`src/rtl/frx_pkg.sv`:
```
/*
  Shared constants for the receive packet qualifier: register indices,
  field positions, reset values and timing counts.
  Assumes an AHB-Lite register bus with one 32-bit word per register.
*/
package frx_pkg;
	// Register indices; byte address is index times four
	localparam logic [11:0] IDX_PKT_CFG   = 12'h108;
	localparam logic [11:0] IDX_SYNC_LO   = 12'h10C;
	localparam logic [11:0] IDX_SYNC_MID  = 12'h10D;
	localparam logic [11:0] IDX_SYNC_HI   = 12'h10E;
	localparam logic [11:0] IDX_SYNC_CFG  = 12'h10F;
	localparam logic [11:0] IDX_DM_CFG_A  = 12'h305;
	localparam logic [11:0] IDX_RATE_HI   = 12'h30E;
	localparam logic [11:0] IDX_RATE_LO   = 12'h30F;
	localparam logic [11:0] IDX_DM_CFG_B  = 12'h38B;
	localparam logic [11:0] IDX_AFC_CFG   = 12'h3F7;
	localparam logic [11:0] IDX_AFC_READ  = 12'h3FA;
	// Locally placed registers
	localparam logic [11:0] IDX_IRQ_A_EN  = 12'h100;
	localparam logic [11:0] IDX_IRQ_B_EN  = 12'h101;
	localparam logic [11:0] IDX_RX_BASE   = 12'h110;
	localparam logic [11:0] IDX_PAY_LEN   = 12'h111;
	localparam logic [11:0] IDX_STATUS    = 12'h112;
	localparam logic [11:0] IDX_AFC_RANGE = 12'h3F8;
	localparam logic [11:0] IDX_LOOP_GAIN = 12'h3F9;

	// Field positions
	localparam int CRC_OFF_BIT  = 0;
	localparam int SYNC_LEN_LSB = 0;
	localparam int SYNC_TOL_LSB = 5;
	localparam int IRQ_SYNC_BIT = 0;
	localparam int IRQ_PKT_BIT  = 1;
	localparam int KP_LSB       = 0;
	localparam int KI_LSB       = 4;

	// Reset values
	localparam logic [7:0]  RST_PKT_CFG   = 8'h00;
	localparam logic [7:0]  RST_SYNC_CFG  = 8'h18;
	localparam logic [7:0]  RST_AFC_CFG   = 8'h00;
	localparam logic [7:0]  RST_LOOP_GAIN = 8'h99;
	localparam logic [7:0]  RST_AFC_RANGE = 8'h50;
	localparam logic [7:0]  RST_PAY_LEN   = 8'h10;
	localparam logic [15:0] RST_RATE      = 16'h0800;

	// Frequency correction modes
	localparam logic [1:0] AFC_MODE_CLEAR = 2'h2;
	localparam logic [1:0] AFC_MODE_AUTO  = 2'h3;

	// Sync search window after preamble, in bits (four bytes)
	localparam logic [5:0] SYNC_WINDOW_BITS = 6'h20;
	// CRC residue check
	localparam logic [15:0] CRC_POLY = 16'h1021;
	localparam logic [15:0] CRC_INIT = 16'h0000;
	localparam logic [8:0]  CRC_BYTES = 9'h002;
	// Width of the recovery phase accumulator
	localparam int PHASE_W = 16;
endpackage

```
`src/rtl/frx_sync_if.sv`:
```
/*
  Carrier between the packet controller and the sync matcher.
  Assumes both ends run on the same clock.
*/
`timescale 1ns/10ps
`default_nettype none
interface frx_sync_if;
	logic        bit_val;  // Recovered bit
	logic        bit_stb;  // One pulse per bit period
	logic        clear;    // Flush the history
	logic [23:0] pattern;  // Expected word, high byte on air first
	logic [4:0]  len;      // Bits compared
	logic [1:0]  tol;      // Mismatches accepted
	logic        hit;      // One-cycle match pulse

	modport ctrl    (output bit_val, bit_stb, clear, pattern, len, tol, input hit);
	modport matcher (input bit_val, bit_stb, clear, pattern, len, tol, output hit);
endinterface
`default_nettype wire

```
`src/rtl/frx_sync_match.sv`:
```
/*
  Sliding sync word matcher with programmable length and error tolerance.
  Assumes bit strobes come at most once per clock from the controller.
*/
`timescale 1ns/10ps
`default_nettype none
module frx_sync_match (
	// Clock and reset
	input  wire logic hclk,
	input  wire logic hresetn,
	// Controller side
	frx_sync_if.matcher sif
);
	typedef struct packed {
		logic [23:0] hist;   // Newest bit at position zero
		logic [4:0]  seen;   // Bits since flush, saturating
		logic        hit;    // Registered match pulse
	} frx_match_st_t;

	frx_match_st_t s_q;   // Current state
	frx_match_st_t s_d;   // Next state
	logic [23:0]   nhist; // History including this bit
	logic [4:0]    errs;  // Mismatch count
	logic [4:0]    want;  // Effective length, zero read as one

	// Next state: shift, count mismatches, compare with tolerance
	always_comb begin
		s_d   = s_q;
		want  = (sif.len == 5'h00) ? 5'h01 : sif.len;
		nhist = {s_q.hist[22:0], sif.bit_val};
		errs  = 5'h00;
		// Only the newest len bits against the pattern's low bits
		for (int i = 0; i < 24; i++) begin
			if ((5'(i) < want) && (nhist[i] != sif.pattern[i])) begin
				errs = errs + 5'h01;
			end
		end
		s_d.hit = 1'b0;
		if (sif.clear) begin
			s_d.hist = 24'h0000_00;
			s_d.seen = 5'h00;
		end else if (sif.bit_stb) begin
			s_d.hist = nhist;
			if (s_q.seen != 5'h1F) begin
				s_d.seen = s_q.seen + 5'h01;
			end
			// Needs a full window first so stale bits never match; the
			// count is compared before the increment so saturation cannot wrap
			if ((s_q.seen >= want - 5'h01) && (errs <= {3'h0, sif.tol})) begin
				s_d.hit = 1'b1;
			end
		end
	end

	// State register
	always_ff @(posedge hclk or negedge hresetn) begin
		if (!hresetn) begin
			s_q <= '0;
		end else begin
			s_q <= s_d;
		end
	end

	assign sif.hit = s_q.hit;
endmodule
`default_nettype wire

```
`src/rtl/frx_top.sv`:
```
/*
  Receive packet qualifier for a GFSK/FSK radio: bit recovery, sync
  search, payload storage, CRC check, frequency correction loop and
  an AHB-Lite register file.
  Assumes demodulator samples, frequency error and preamble flags come
  from logic on hclk; packet RAM takes a write per cycle.
*/
// The implementer's own choice: the AHB-Lite register port.
// Behaviour
// - Pattern in three bytes, high byte first
// - Compare one to twenty-four sync bits
// - Accept when mismatches within tolerance field
// - Sync event to enabled interrupt lines
// - Payload written to RAM from base
// - Sync word never stored
// - CRC checked unless disable bit set
// - Good CRC raises enabled packet interrupt
// - CRC disabled: store CRC, no packet event
// - Bit from comparing two correlator levels
// - Correction PI loop whenever enabled and unlocked
// - Lock on preamble, release without sync
// - Mode three locks automatically on preamble
// - Error readback frozen while locked
// - Correction persists; range zero mode two clears
// - Correction clamped to range in kHz
// - Recovery rate from high and low bytes
// - Rate error tolerated on alternating preamble
// - Fast bit lock within few transitions
// - Sync search four bytes, then release locks
`timescale 1ns/10ps
`default_nettype none
module frx_top #(
	parameter int RAM_AW = 8  // Packet RAM address width
) (
	// Clock and reset
	input  wire logic              hclk,
	input  wire logic              hresetn,
	// AHB-Lite slave
	input  wire logic              hsel,
	input  wire logic [31:0]       haddr,
	input  wire logic [1:0]        htrans,
	input  wire logic              hwrite,
	input  wire logic [2:0]        hsize,
	input  wire logic              hready,
	input  wire logic [31:0]       hwdata,
	output logic      [31:0]       hrdata,
	output logic                   hreadyout,
	output logic                   hresp,
	// Demodulator
	input  wire logic              sample_valid,
	input  wire logic [7:0]        corr_level_a,
	input  wire logic [7:0]        corr_level_b,
	input  wire logic              freq_err_valid,
	input  wire logic [7:0]        freq_err_in,
	// Preamble block
	input  wire logic              preamble_detected,
	input  wire logic              preamble_qualified,
	// Packet RAM
	output logic                   ram_we,
	output logic      [RAM_AW-1:0] ram_addr,
	output logic      [7:0]        ram_wdata,
	// Events and radio control
	output logic                   irq_line_a,
	output logic                   irq_line_b,
	output logic                   afc_locked,
	output logic                   lock_release,
	output logic      [15:0]       afc_correction,
	output logic      [6:0]        correlator_bandwidth,
	output logic      [7:0]        post_filter_bandwidth
);
	typedef enum logic [1:0] {ST_HUNT, ST_SYNC, ST_DATA} frx_state_t;

	typedef struct packed {
		// Bus data phase
		logic              wr_pend;   // Write pending
		logic [11:0]       wr_idx;    // Write register index
		logic [31:0]       rdata;     // Read data
		// Registers
		logic [7:0]        pkt_cfg;
		logic [23:0]       sync_pat;
		logic [7:0]        sync_cfg;
		logic [7:0]        dm_a;
		logic [15:0]       rate;
		logic [7:0]        dm_b;
		logic [7:0]        afc_cfg;
		logic [7:0]        afc_read;
		logic [7:0]        afc_range;
		logic [7:0]        loop_gain;
		logic [7:0]        en_a;
		logic [7:0]        en_b;
		logic [RAM_AW-1:0] rx_base;
		logic [7:0]        pay_len;
		logic              last_crc_ok;
		// Bit recovery
		logic [15:0]       phase;
		logic              last_dec;
		// Packet controller
		frx_state_t        state;
		logic [5:0]        win;       // Bits into sync window
		logic [2:0]        bitn;      // Bit in byte
		logic [7:0]        shreg;     // Byte assembly
		logic [8:0]        bytes;     // Bytes after sync
		logic [15:0]       crc;
		// Frequency correction
		logic              locked;
		logic [15:0]       integ;
		logic [15:0]       corr;
		// Outputs
		logic              we;
		logic [RAM_AW-1:0] waddr;
		logic [7:0]        wdata;
		logic              irq_a;
		logic              irq_b;
		logic              rel;
	} frx_st_t;

	frx_st_t     s_q;        // Current state
	frx_st_t     s_d;        // Next state
	frx_sync_if  sif ();     // Link to matcher
	logic        addr_ok;    // Valid address phase
	logic [11:0] a_idx;      // Address phase index
	logic        dec;        // Correlator decision
	logic [16:0] psum;       // Phase step
	logic        bstb;       // Bit centre strobe
	logic        ev_sync;    // Sync event
	logic        ev_pkt;     // Packet event
	logic        nbit;       // CRC feedback
	logic [7:0]  nbyte;      // Completed byte
	logic [12:0] ki_term;    // Integral product
	logic [12:0] kp_term;    // Proportional product
	logic [15:0] raw;        // Unclamped correction
	logic [15:0] lim;        // Clamp limit

	frx_sync_match u_match (
		.hclk    (hclk),
		.hresetn (hresetn),
		.sif     (sif)
	);

	// Register read mux; unmapped reads give zero
	function automatic logic [31:0] rd_reg(input frx_st_t s, input logic [11:0] i);
		logic [7:0] v;
		v = 8'h00;
		case (i)
			frx_pkg::IDX_PKT_CFG:   v = s.pkt_cfg;
			frx_pkg::IDX_SYNC_LO:   v = s.sync_pat[7:0];
			frx_pkg::IDX_SYNC_MID:  v = s.sync_pat[15:8];
			frx_pkg::IDX_SYNC_HI:   v = s.sync_pat[23:16];
			frx_pkg::IDX_SYNC_CFG:  v = {1'b0, s.sync_cfg[6:0]};
			frx_pkg::IDX_DM_CFG_A:  v = {1'b0, s.dm_a[6:0]};
			frx_pkg::IDX_RATE_HI:   v = s.rate[15:8];
			frx_pkg::IDX_RATE_LO:   v = s.rate[7:0];
			frx_pkg::IDX_DM_CFG_B:  v = s.dm_b;
			frx_pkg::IDX_AFC_CFG:   v = s.afc_cfg;
			frx_pkg::IDX_AFC_READ:  v = s.afc_read;
			frx_pkg::IDX_AFC_RANGE: v = s.afc_range;
			frx_pkg::IDX_LOOP_GAIN: v = s.loop_gain;
			frx_pkg::IDX_IRQ_A_EN:  v = s.en_a;
			frx_pkg::IDX_IRQ_B_EN:  v = s.en_b;
			frx_pkg::IDX_RX_BASE:   v = 8'(s.rx_base);
			frx_pkg::IDX_PAY_LEN:   v = s.pay_len;
			frx_pkg::IDX_STATUS:    v = {4'h0, s.last_crc_ok, s.locked, 2'(s.state)};
			default:                v = 8'h00;
		endcase
		return {24'h0000_00, v};
	endfunction

	// Matcher feed
	assign sif.bit_val = dec;
	assign sif.bit_stb = bstb && (s_q.state == ST_SYNC);
	assign sif.clear   = (s_q.state != ST_SYNC);
	assign sif.pattern = s_q.sync_pat;
	assign sif.len     = s_q.sync_cfg[frx_pkg::SYNC_LEN_LSB +: 5];
	assign sif.tol     = s_q.sync_cfg[frx_pkg::SYNC_TOL_LSB +: 2];

	// Bus decode and combinational helpers
	always_comb begin
		a_idx   = haddr[13:2];
		addr_ok = hsel && hready && htrans[1];
		// Bit is whichever correlator is stronger
		dec     = $signed(corr_level_a) > $signed(corr_level_b);
		psum    = {1'b0, s_q.phase} + {1'b0, s_q.rate};
		// Strobe when the phase crosses the bit centre
		bstb    = sample_valid && !s_q.phase[15] && psum[15];
		ev_sync = sif.hit && (s_q.state == ST_SYNC);
		nbit    = s_q.crc[15] ^ dec;
		nbyte   = {s_q.shreg[6:0], dec};
		ki_term = 13'($signed(freq_err_in) * $signed({1'b0, s_q.loop_gain[frx_pkg::KI_LSB +: 4]}));
		kp_term = 13'($signed(freq_err_in) * $signed({1'b0, s_q.loop_gain[frx_pkg::KP_LSB +: 4]}));
		raw     = 16'($signed(s_q.integ) >>> 4) + 16'($signed(kp_term) >>> 2);
		lim     = {8'h00, s_q.afc_range};
		ev_pkt  = 1'b0;
		if (bstb && (s_q.state == ST_DATA) && (s_q.bitn == 3'h7)
		    && (s_q.bytes + 9'h001 == {1'b0, s_q.pay_len} + frx_pkg::CRC_BYTES)
		    && !s_q.pkt_cfg[frx_pkg::CRC_OFF_BIT]) begin
			// Residue zero over payload and CRC
			ev_pkt = ({s_q.crc[14:0], 1'b0} ^ (nbit ? frx_pkg::CRC_POLY : 16'h0000)) == 16'h0000;
		end
	end

	// Next state of everything
	always_comb begin
		s_d       = s_q;
		s_d.we    = 1'b0;
		s_d.rel   = 1'b0;
		s_d.irq_a = 1'b0;
		s_d.irq_b = 1'b0;

		// Bus: register address phase, write in data phase
		s_d.wr_pend = addr_ok && hwrite;
		if (addr_ok) begin
			s_d.wr_idx = a_idx;
			s_d.rdata  = hwrite ? 32'h0000_0000 : rd_reg(s_q, a_idx);
		end
		if (s_q.wr_pend) begin
			case (s_q.wr_idx)
				frx_pkg::IDX_PKT_CFG:   s_d.pkt_cfg = hwdata[7:0];
				frx_pkg::IDX_SYNC_LO:   s_d.sync_pat[7:0] = hwdata[7:0];
				frx_pkg::IDX_SYNC_MID:  s_d.sync_pat[15:8] = hwdata[7:0];
				frx_pkg::IDX_SYNC_HI:   s_d.sync_pat[23:16] = hwdata[7:0];
				frx_pkg::IDX_SYNC_CFG:  s_d.sync_cfg = {1'b0, hwdata[6:0]};
				frx_pkg::IDX_DM_CFG_A:  s_d.dm_a = {1'b0, hwdata[6:0]};
				frx_pkg::IDX_RATE_HI:   s_d.rate[15:8] = hwdata[7:0];
				frx_pkg::IDX_RATE_LO:   s_d.rate[7:0] = hwdata[7:0];
				frx_pkg::IDX_DM_CFG_B:  s_d.dm_b = hwdata[7:0];
				frx_pkg::IDX_AFC_CFG:   s_d.afc_cfg = hwdata[7:0];
				frx_pkg::IDX_AFC_RANGE: s_d.afc_range = hwdata[7:0];
				frx_pkg::IDX_LOOP_GAIN: s_d.loop_gain = hwdata[7:0];
				frx_pkg::IDX_IRQ_A_EN:  s_d.en_a = hwdata[7:0];
				frx_pkg::IDX_IRQ_B_EN:  s_d.en_b = hwdata[7:0];
				frx_pkg::IDX_RX_BASE:   s_d.rx_base = hwdata[RAM_AW-1:0];
				frx_pkg::IDX_PAY_LEN:   s_d.pay_len = hwdata[7:0];
				default:                s_d.rx_base = s_q.rx_base; // Ignored
			endcase
		end

		// Bit recovery: transitions pull the phase to the bit edge, so
		// the loop locks on the first edges of an alternating preamble
		if (sample_valid) begin
			s_d.last_dec = dec;
			if (dec != s_q.last_dec) begin
				s_d.phase = s_q.rate;
			end else begin
				s_d.phase = psum[15:0];
			end
		end

		// Packet controller
		case (s_q.state)
			ST_HUNT: begin
				if (preamble_qualified) begin
					s_d.state = ST_SYNC;
					s_d.win   = 6'h00;
				end
			end
			ST_SYNC: begin
				if (ev_sync) begin
					// Sync bits are consumed here and never stored
					s_d.state = ST_DATA;
					s_d.bitn  = 3'h0;
					s_d.bytes = 9'h000;
					s_d.crc   = frx_pkg::CRC_INIT;
					s_d.irq_a = s_q.en_a[frx_pkg::IRQ_SYNC_BIT];
					s_d.irq_b = s_q.en_b[frx_pkg::IRQ_SYNC_BIT];
				end else if (bstb) begin
					s_d.win = s_q.win + 6'h01;
					if (s_q.win + 6'h01 == frx_pkg::SYNC_WINDOW_BITS) begin
						// Window spent: drop locks, hunt again
						s_d.state = ST_HUNT;
						s_d.rel   = 1'b1;
					end
				end
			end
			ST_DATA: begin
				if (bstb) begin
					s_d.shreg = nbyte;
					s_d.bitn  = s_q.bitn + 3'h1;
					s_d.crc   = {s_q.crc[14:0], 1'b0} ^ (nbit ? frx_pkg::CRC_POLY : 16'h0000);
					if (s_q.bitn == 3'h7) begin
						s_d.bytes = s_q.bytes + 9'h001;
						// CRC bytes kept only when checking is off
						if (s_q.pkt_cfg[frx_pkg::CRC_OFF_BIT] || (s_q.bytes < {1'b0, s_q.pay_len})) begin
							s_d.we    = 1'b1;
							s_d.waddr = s_q.rx_base + RAM_AW'(s_q.bytes);
							s_d.wdata = nbyte;
						end
						if (s_q.bytes + 9'h001 == {1'b0, s_q.pay_len} + frx_pkg::CRC_BYTES) begin
							s_d.state       = ST_HUNT;
							s_d.last_crc_ok = ev_pkt;
							s_d.irq_a       = ev_pkt && s_q.en_a[frx_pkg::IRQ_PKT_BIT];
							s_d.irq_b       = ev_pkt && s_q.en_b[frx_pkg::IRQ_PKT_BIT];
						end
					end
				end
			end
			default: s_d.state = ST_HUNT;
		endcase

		// Frequency correction lock: preamble locks in auto mode, kept
		// through sync and payload, dropped at packet end or on a failed sync search
		if (s_q.afc_cfg[1:0] == frx_pkg::AFC_MODE_AUTO) begin
			if (preamble_detected && s_q.state == ST_HUNT) begin
				s_d.locked = 1'b1;
			end
			if (s_d.rel || (s_q.state == ST_DATA && s_d.state == ST_HUNT)) begin
				s_d.locked = 1'b0;
			end
		end else begin
			s_d.locked = 1'b0;
		end

		// PI loop runs only while enabled and unlocked; only mode three ever locks
		if (freq_err_valid && !s_q.locked && s_q.afc_cfg[1:0] != 2'h0) begin
			s_d.afc_read = freq_err_in;
			s_d.integ    = s_q.integ + 16'($signed(ki_term));
			if ($signed(raw) > $signed(lim)) begin
				s_d.corr = lim;
			end else if ($signed(raw) < -$signed(lim)) begin
				s_d.corr = 16'(-$signed(lim));
			end else begin
				s_d.corr = raw;
			end
		end
		// Correction otherwise holds across states until cleared
		if (s_q.afc_cfg[1:0] == frx_pkg::AFC_MODE_CLEAR && s_q.afc_range == 8'h00) begin
			s_d.integ = 16'h0000;
			s_d.corr  = 16'h0000;
		end
	end

	// State register with documented reset values
	always_ff @(posedge hclk or negedge hresetn) begin
		if (!hresetn) begin
			s_q           <= '0;
			s_q.state     <= ST_HUNT;
			s_q.pkt_cfg   <= frx_pkg::RST_PKT_CFG;
			s_q.sync_cfg  <= frx_pkg::RST_SYNC_CFG;
			s_q.afc_cfg   <= frx_pkg::RST_AFC_CFG;
			s_q.loop_gain <= frx_pkg::RST_LOOP_GAIN;
			s_q.afc_range <= frx_pkg::RST_AFC_RANGE;
			s_q.pay_len   <= frx_pkg::RST_PAY_LEN;
			s_q.rate      <= frx_pkg::RST_RATE;
		end else begin
			s_q <= s_d;
		end
	end

	// Outputs; slave never waits and never errors
	assign hrdata                = s_q.rdata;
	assign hreadyout             = 1'b1;
	assign hresp                 = 1'b0;
	assign ram_we                = s_q.we;
	assign ram_addr              = s_q.waddr;
	assign ram_wdata             = s_q.wdata;
	assign irq_line_a            = s_q.irq_a;
	assign irq_line_b            = s_q.irq_b;
	assign afc_locked            = s_q.locked;
	assign lock_release          = s_q.rel;
	assign afc_correction        = s_q.corr;
	assign correlator_bandwidth  = s_q.dm_a[6:0];
	assign post_filter_bandwidth = s_q.dm_b;
endmodule
`default_nettype wire

```
`config.mk`:
```
export PLATFORM = sky130hd
export DESIGN_NAME = frx_top
export DESIGN_NICKNAME = d
export VERILOG_FILES = /design/src/rtl/frx_pkg.sv /design/src/rtl/frx_sync_if.sv /design/src/rtl/frx_sync_match.sv /design/src/rtl/frx_top.sv
export SDC_FILE = /design/constraint.sdc
export NUM_CORES = 1
export LEC_CHECK = 0
export BUFFER_PORTS_ARGS = -buffer_cell sky130_fd_sc_hd__buf_2
export CAP_MARGIN = 5
export CORE_MARGIN = 5
export CORE_UTILIZATION = 49
export DETAILED_ROUTE_END_ITERATION = 10
export PLACE_DENSITY = 0.82
export REMOVE_ABC_BUFFERS = 1
export SLEW_MARGIN = 20
export SYNTH_ARGS = -nofsm -noshare
export SYNTH_HDL_FRONTEND = slang
export SYNTH_SLANG_ARGS = --single-unit
```
`constraint.sdc`:
```
create_clock -name hclk -period 13.7 [get_ports hclk]
set_clock_uncertainty 0.2 [all_clocks]
set_input_delay 2.055 -clock hclk [delete_from_list [all_inputs] [get_ports hclk]]
set_output_delay 2.055 -clock hclk [all_outputs]
set_load 0.03 [all_outputs]
```
==> metrics.cfg <==
[place]
portBuffers = 113
numPlacedInstances = 3076
place_area_um2 = 23810
dpl.hpwl_um = 46180
routabilityCongestion = 0.9599

[worst_setup_path]
crit_fanout = 3
path_class = in2reg
rrSetupSlack_ns = 0.25
path_buf_inv = 8
crit_path_end_kind = flop
path_delay_family = adder cells
cp_data_arrival_time_ns = 15.63
cp_slowest_stage_delay_ns = 0.44
crit_path_frequent_cell = ha_4
crit_path_start_kind = input pin
cp.required_ns = 14.00
slowest_stage = or4b_1

[timing]
finalHoldViolCount = 0
layout_setup_ws_ns = -1.629
rsz0062_at_grt = yes
setup_violations = 1
worst_pin_slew_ns = 1.251
min_period_over_period = 1.119
relSlewSlack = 0.1658
whs_ns = 0.2698
clock.fmax_ghz = 0.06524
final_max_slew_viol_count = 0
fin_crit_ns = 15.33

[finish]
fin_area_um2 = 25470
area_growth_syn_to_layout_pct = 12.37
final_cell_mix = 288 x dfrtp_1, 256 x nand2_1, 182 x inv_1, 164 x ha_1, 146 x a21oi_1
num-fill-cells = 3834
stdcell_count = 3156
drive_gt1_frac = 0.2009
post-route-util = 0.5587
finalNetCount = 2851
multi_input_area_um2 = 14110
final_common_cell = dfrtp_1
seqCellArea_um2 = 7470

[logic_synthesis]
synthArstFlopShare = 1.000
synth-edff-count = 0
syn_inst = 2422
synth_area_leaders = dfrtp_1 32%, ha_1 9.9%, mux2_2 7.0%
ys_seq_elements = 298
synth_warnings = 0
ys_types = 90
yosys.area.top_type = dfrtp_1
synth_area_um2 = 22660
synth_area_per_cell_um2 = 9.357
ys.flop_type = dfrtp_1
ys_seq_area_frac = 0.3296
netlist.area_leader.share = 0.3180

[routing]
wl_met3_um = 4227
drc_errors = 0
wl_met1_um = 24900
drt_wl_total_um = 62990
vias = 18540
wl_met2_um = 30990
first_iter_violations = 1660
top_layer = met4
viasPerCell = 5.875
first_pass_iters = 7
wl_per_cell_um = 19.96
ant_nets = 0

[floorplanning]
die_area_um2 = 50650
die_x_um = 225.1
pin_count = 188
core_um2 = 45580
rows = 78
initial_core_util = 0.4972
dieHeight_um = 225.1

[clock_network]
path_clk_slew_ns = 0.06
clockBufferDepth = 3
htreeDepth = 1
clock-sinks = 298
clock_latency_ns = 0.59
tritoncts = yes
cts_buffers = 31
cts_hold_buf = 0
clockRootBuffer = clkbuf_16

[worst_hold_path]
hp-class = reg2reg

[global_routing]
grt_pass1_wl_um = 99950
grt_pass1_vias = 18950
grt_max_degree = 97
antenna_found_initial = 1
grt_use_total = 0.2407
grt-ovfl-total = 0

[power_and_ir_drop]
total_power_uw = 2651
peakVddDrop_mv = 0.09938
p_leak_uw = 0.01238
power.density_nw_per_um2 = 104.1

[outcome]
violations = setup timing
status = complete, but fails checks

[job]
maxCapViolCount = 0

[cells by family after synthesis]
logic type | after synthesis | share of synthesized area
AO/OA/AOI/OAI | 515 | 0.1460
multiplexers | 178 | 0.08641
adder cells (fa/ha/maj) | 219 | 0.1334
flip-flops | 298 | 0.3296
AND/OR/NAND/NOR | 658 | 0.1383
buffers and inverters | 355 | 0.07266
XOR/XNOR | 197 | 0.09331
other | 2 | 0.0003314
[repair_timing]
action,CTS,global route
setup buffers,14,8
pin swaps,41,37
gates resized for setup,55,24
setup endpoints to repair,1,1
[synth_stat cells, drive strengths merged (54+ instances only)]
| cell type | n |
|---|---|
| a21oi | 152 |
| and2 | 54 |
| buf | 93 |
| clkbuf | 69 |
| dfrtp | 288 |
| ha | 180 |
| inv | 191 |
| mux2 | 141 |
| nand2 | 265 |
| nor2 | 114 |
| o21ai | 121 |
| xnor2 | 124 |
| xor2 | 63 |
[cell type report]
type / count / area share
Clock inverter: 11 / 0.007321
Timing Repair Buffer: 214 / 0.05301
Tap cell: 600 / 0.02948
Multi-Input combinational cell: 1793 / 0.5541
Clock buffer: 45 / 0.03410
Sequential cell: 298 / 0.2933
Inverter: 193 / 0.02845
Antenna cell: 2 / 0.0001965
[flip-flops by register name, summed over array words and instances, names as in the netlist, 5 cells and up]
signal and count:
hrdata 8, ram_wdata 8, sif.pattern 24, post_filter_bandwidth 8, u_match.nhist 23, correlator_bandwidth 7
u_match.s_q 5, nbyte 7, lim 8, s_q 170, afc_correction 16, ram_addr 8
[per-layer routing]
metal	up-vias	GRT usage
met2	662	0.4181
met5	-	0
met4	0	0.09684
met3	173	0.03699
li1	8538	-
met1	9170	0.3013
[worst min-delay path: stages (launching register included)]
cell and delay, ns:
dfrtp_1 0.34, nand2_1 0.05, nand2_1 0.05
[where the power goes]
| part | internal (µW) | switching [µW] | leakage (µW) |
|---|---|---|---|
| logic | 355 | 449 | 0.00795 |
| clock network | 531 | 359 | 0.000514 |
| registers | 919 | 37.5 | 0.00392 |
| total | 1810 | 845 | 0.0124 |
[path summary, 6_finish.rpt]
kind / startpoint / to / cells after the start
max: corr_level_b[1] / u_match.sif.hit / 82
min: ram_wdata[6] / ram_wdata[6] / 2
max reg2reg: s_q[214] / u_match.sif.hit / 73
min reg2reg: ram_wdata[6] / ram_wdata[6] / 2
max in group asynchronous: hresetn / sif.pattern[4] / 3
min in group asynchronous: hresetn / ram_wdata[5] / 1
[per-stage QoR]
step | setup TNS (ns) | worst slack [ns]
2_1_floorplan | -2.397 | -2.397
3_3_place_gp | -2.620 | -2.620
3_5_place_dp | -3.129 | -3.129
4_1_cts | -1.410 | -1.410
5_1_grt | -2.225 | -2.225
6_report | -1.629 | -1.629
Power figures use the tool's default switching activity.
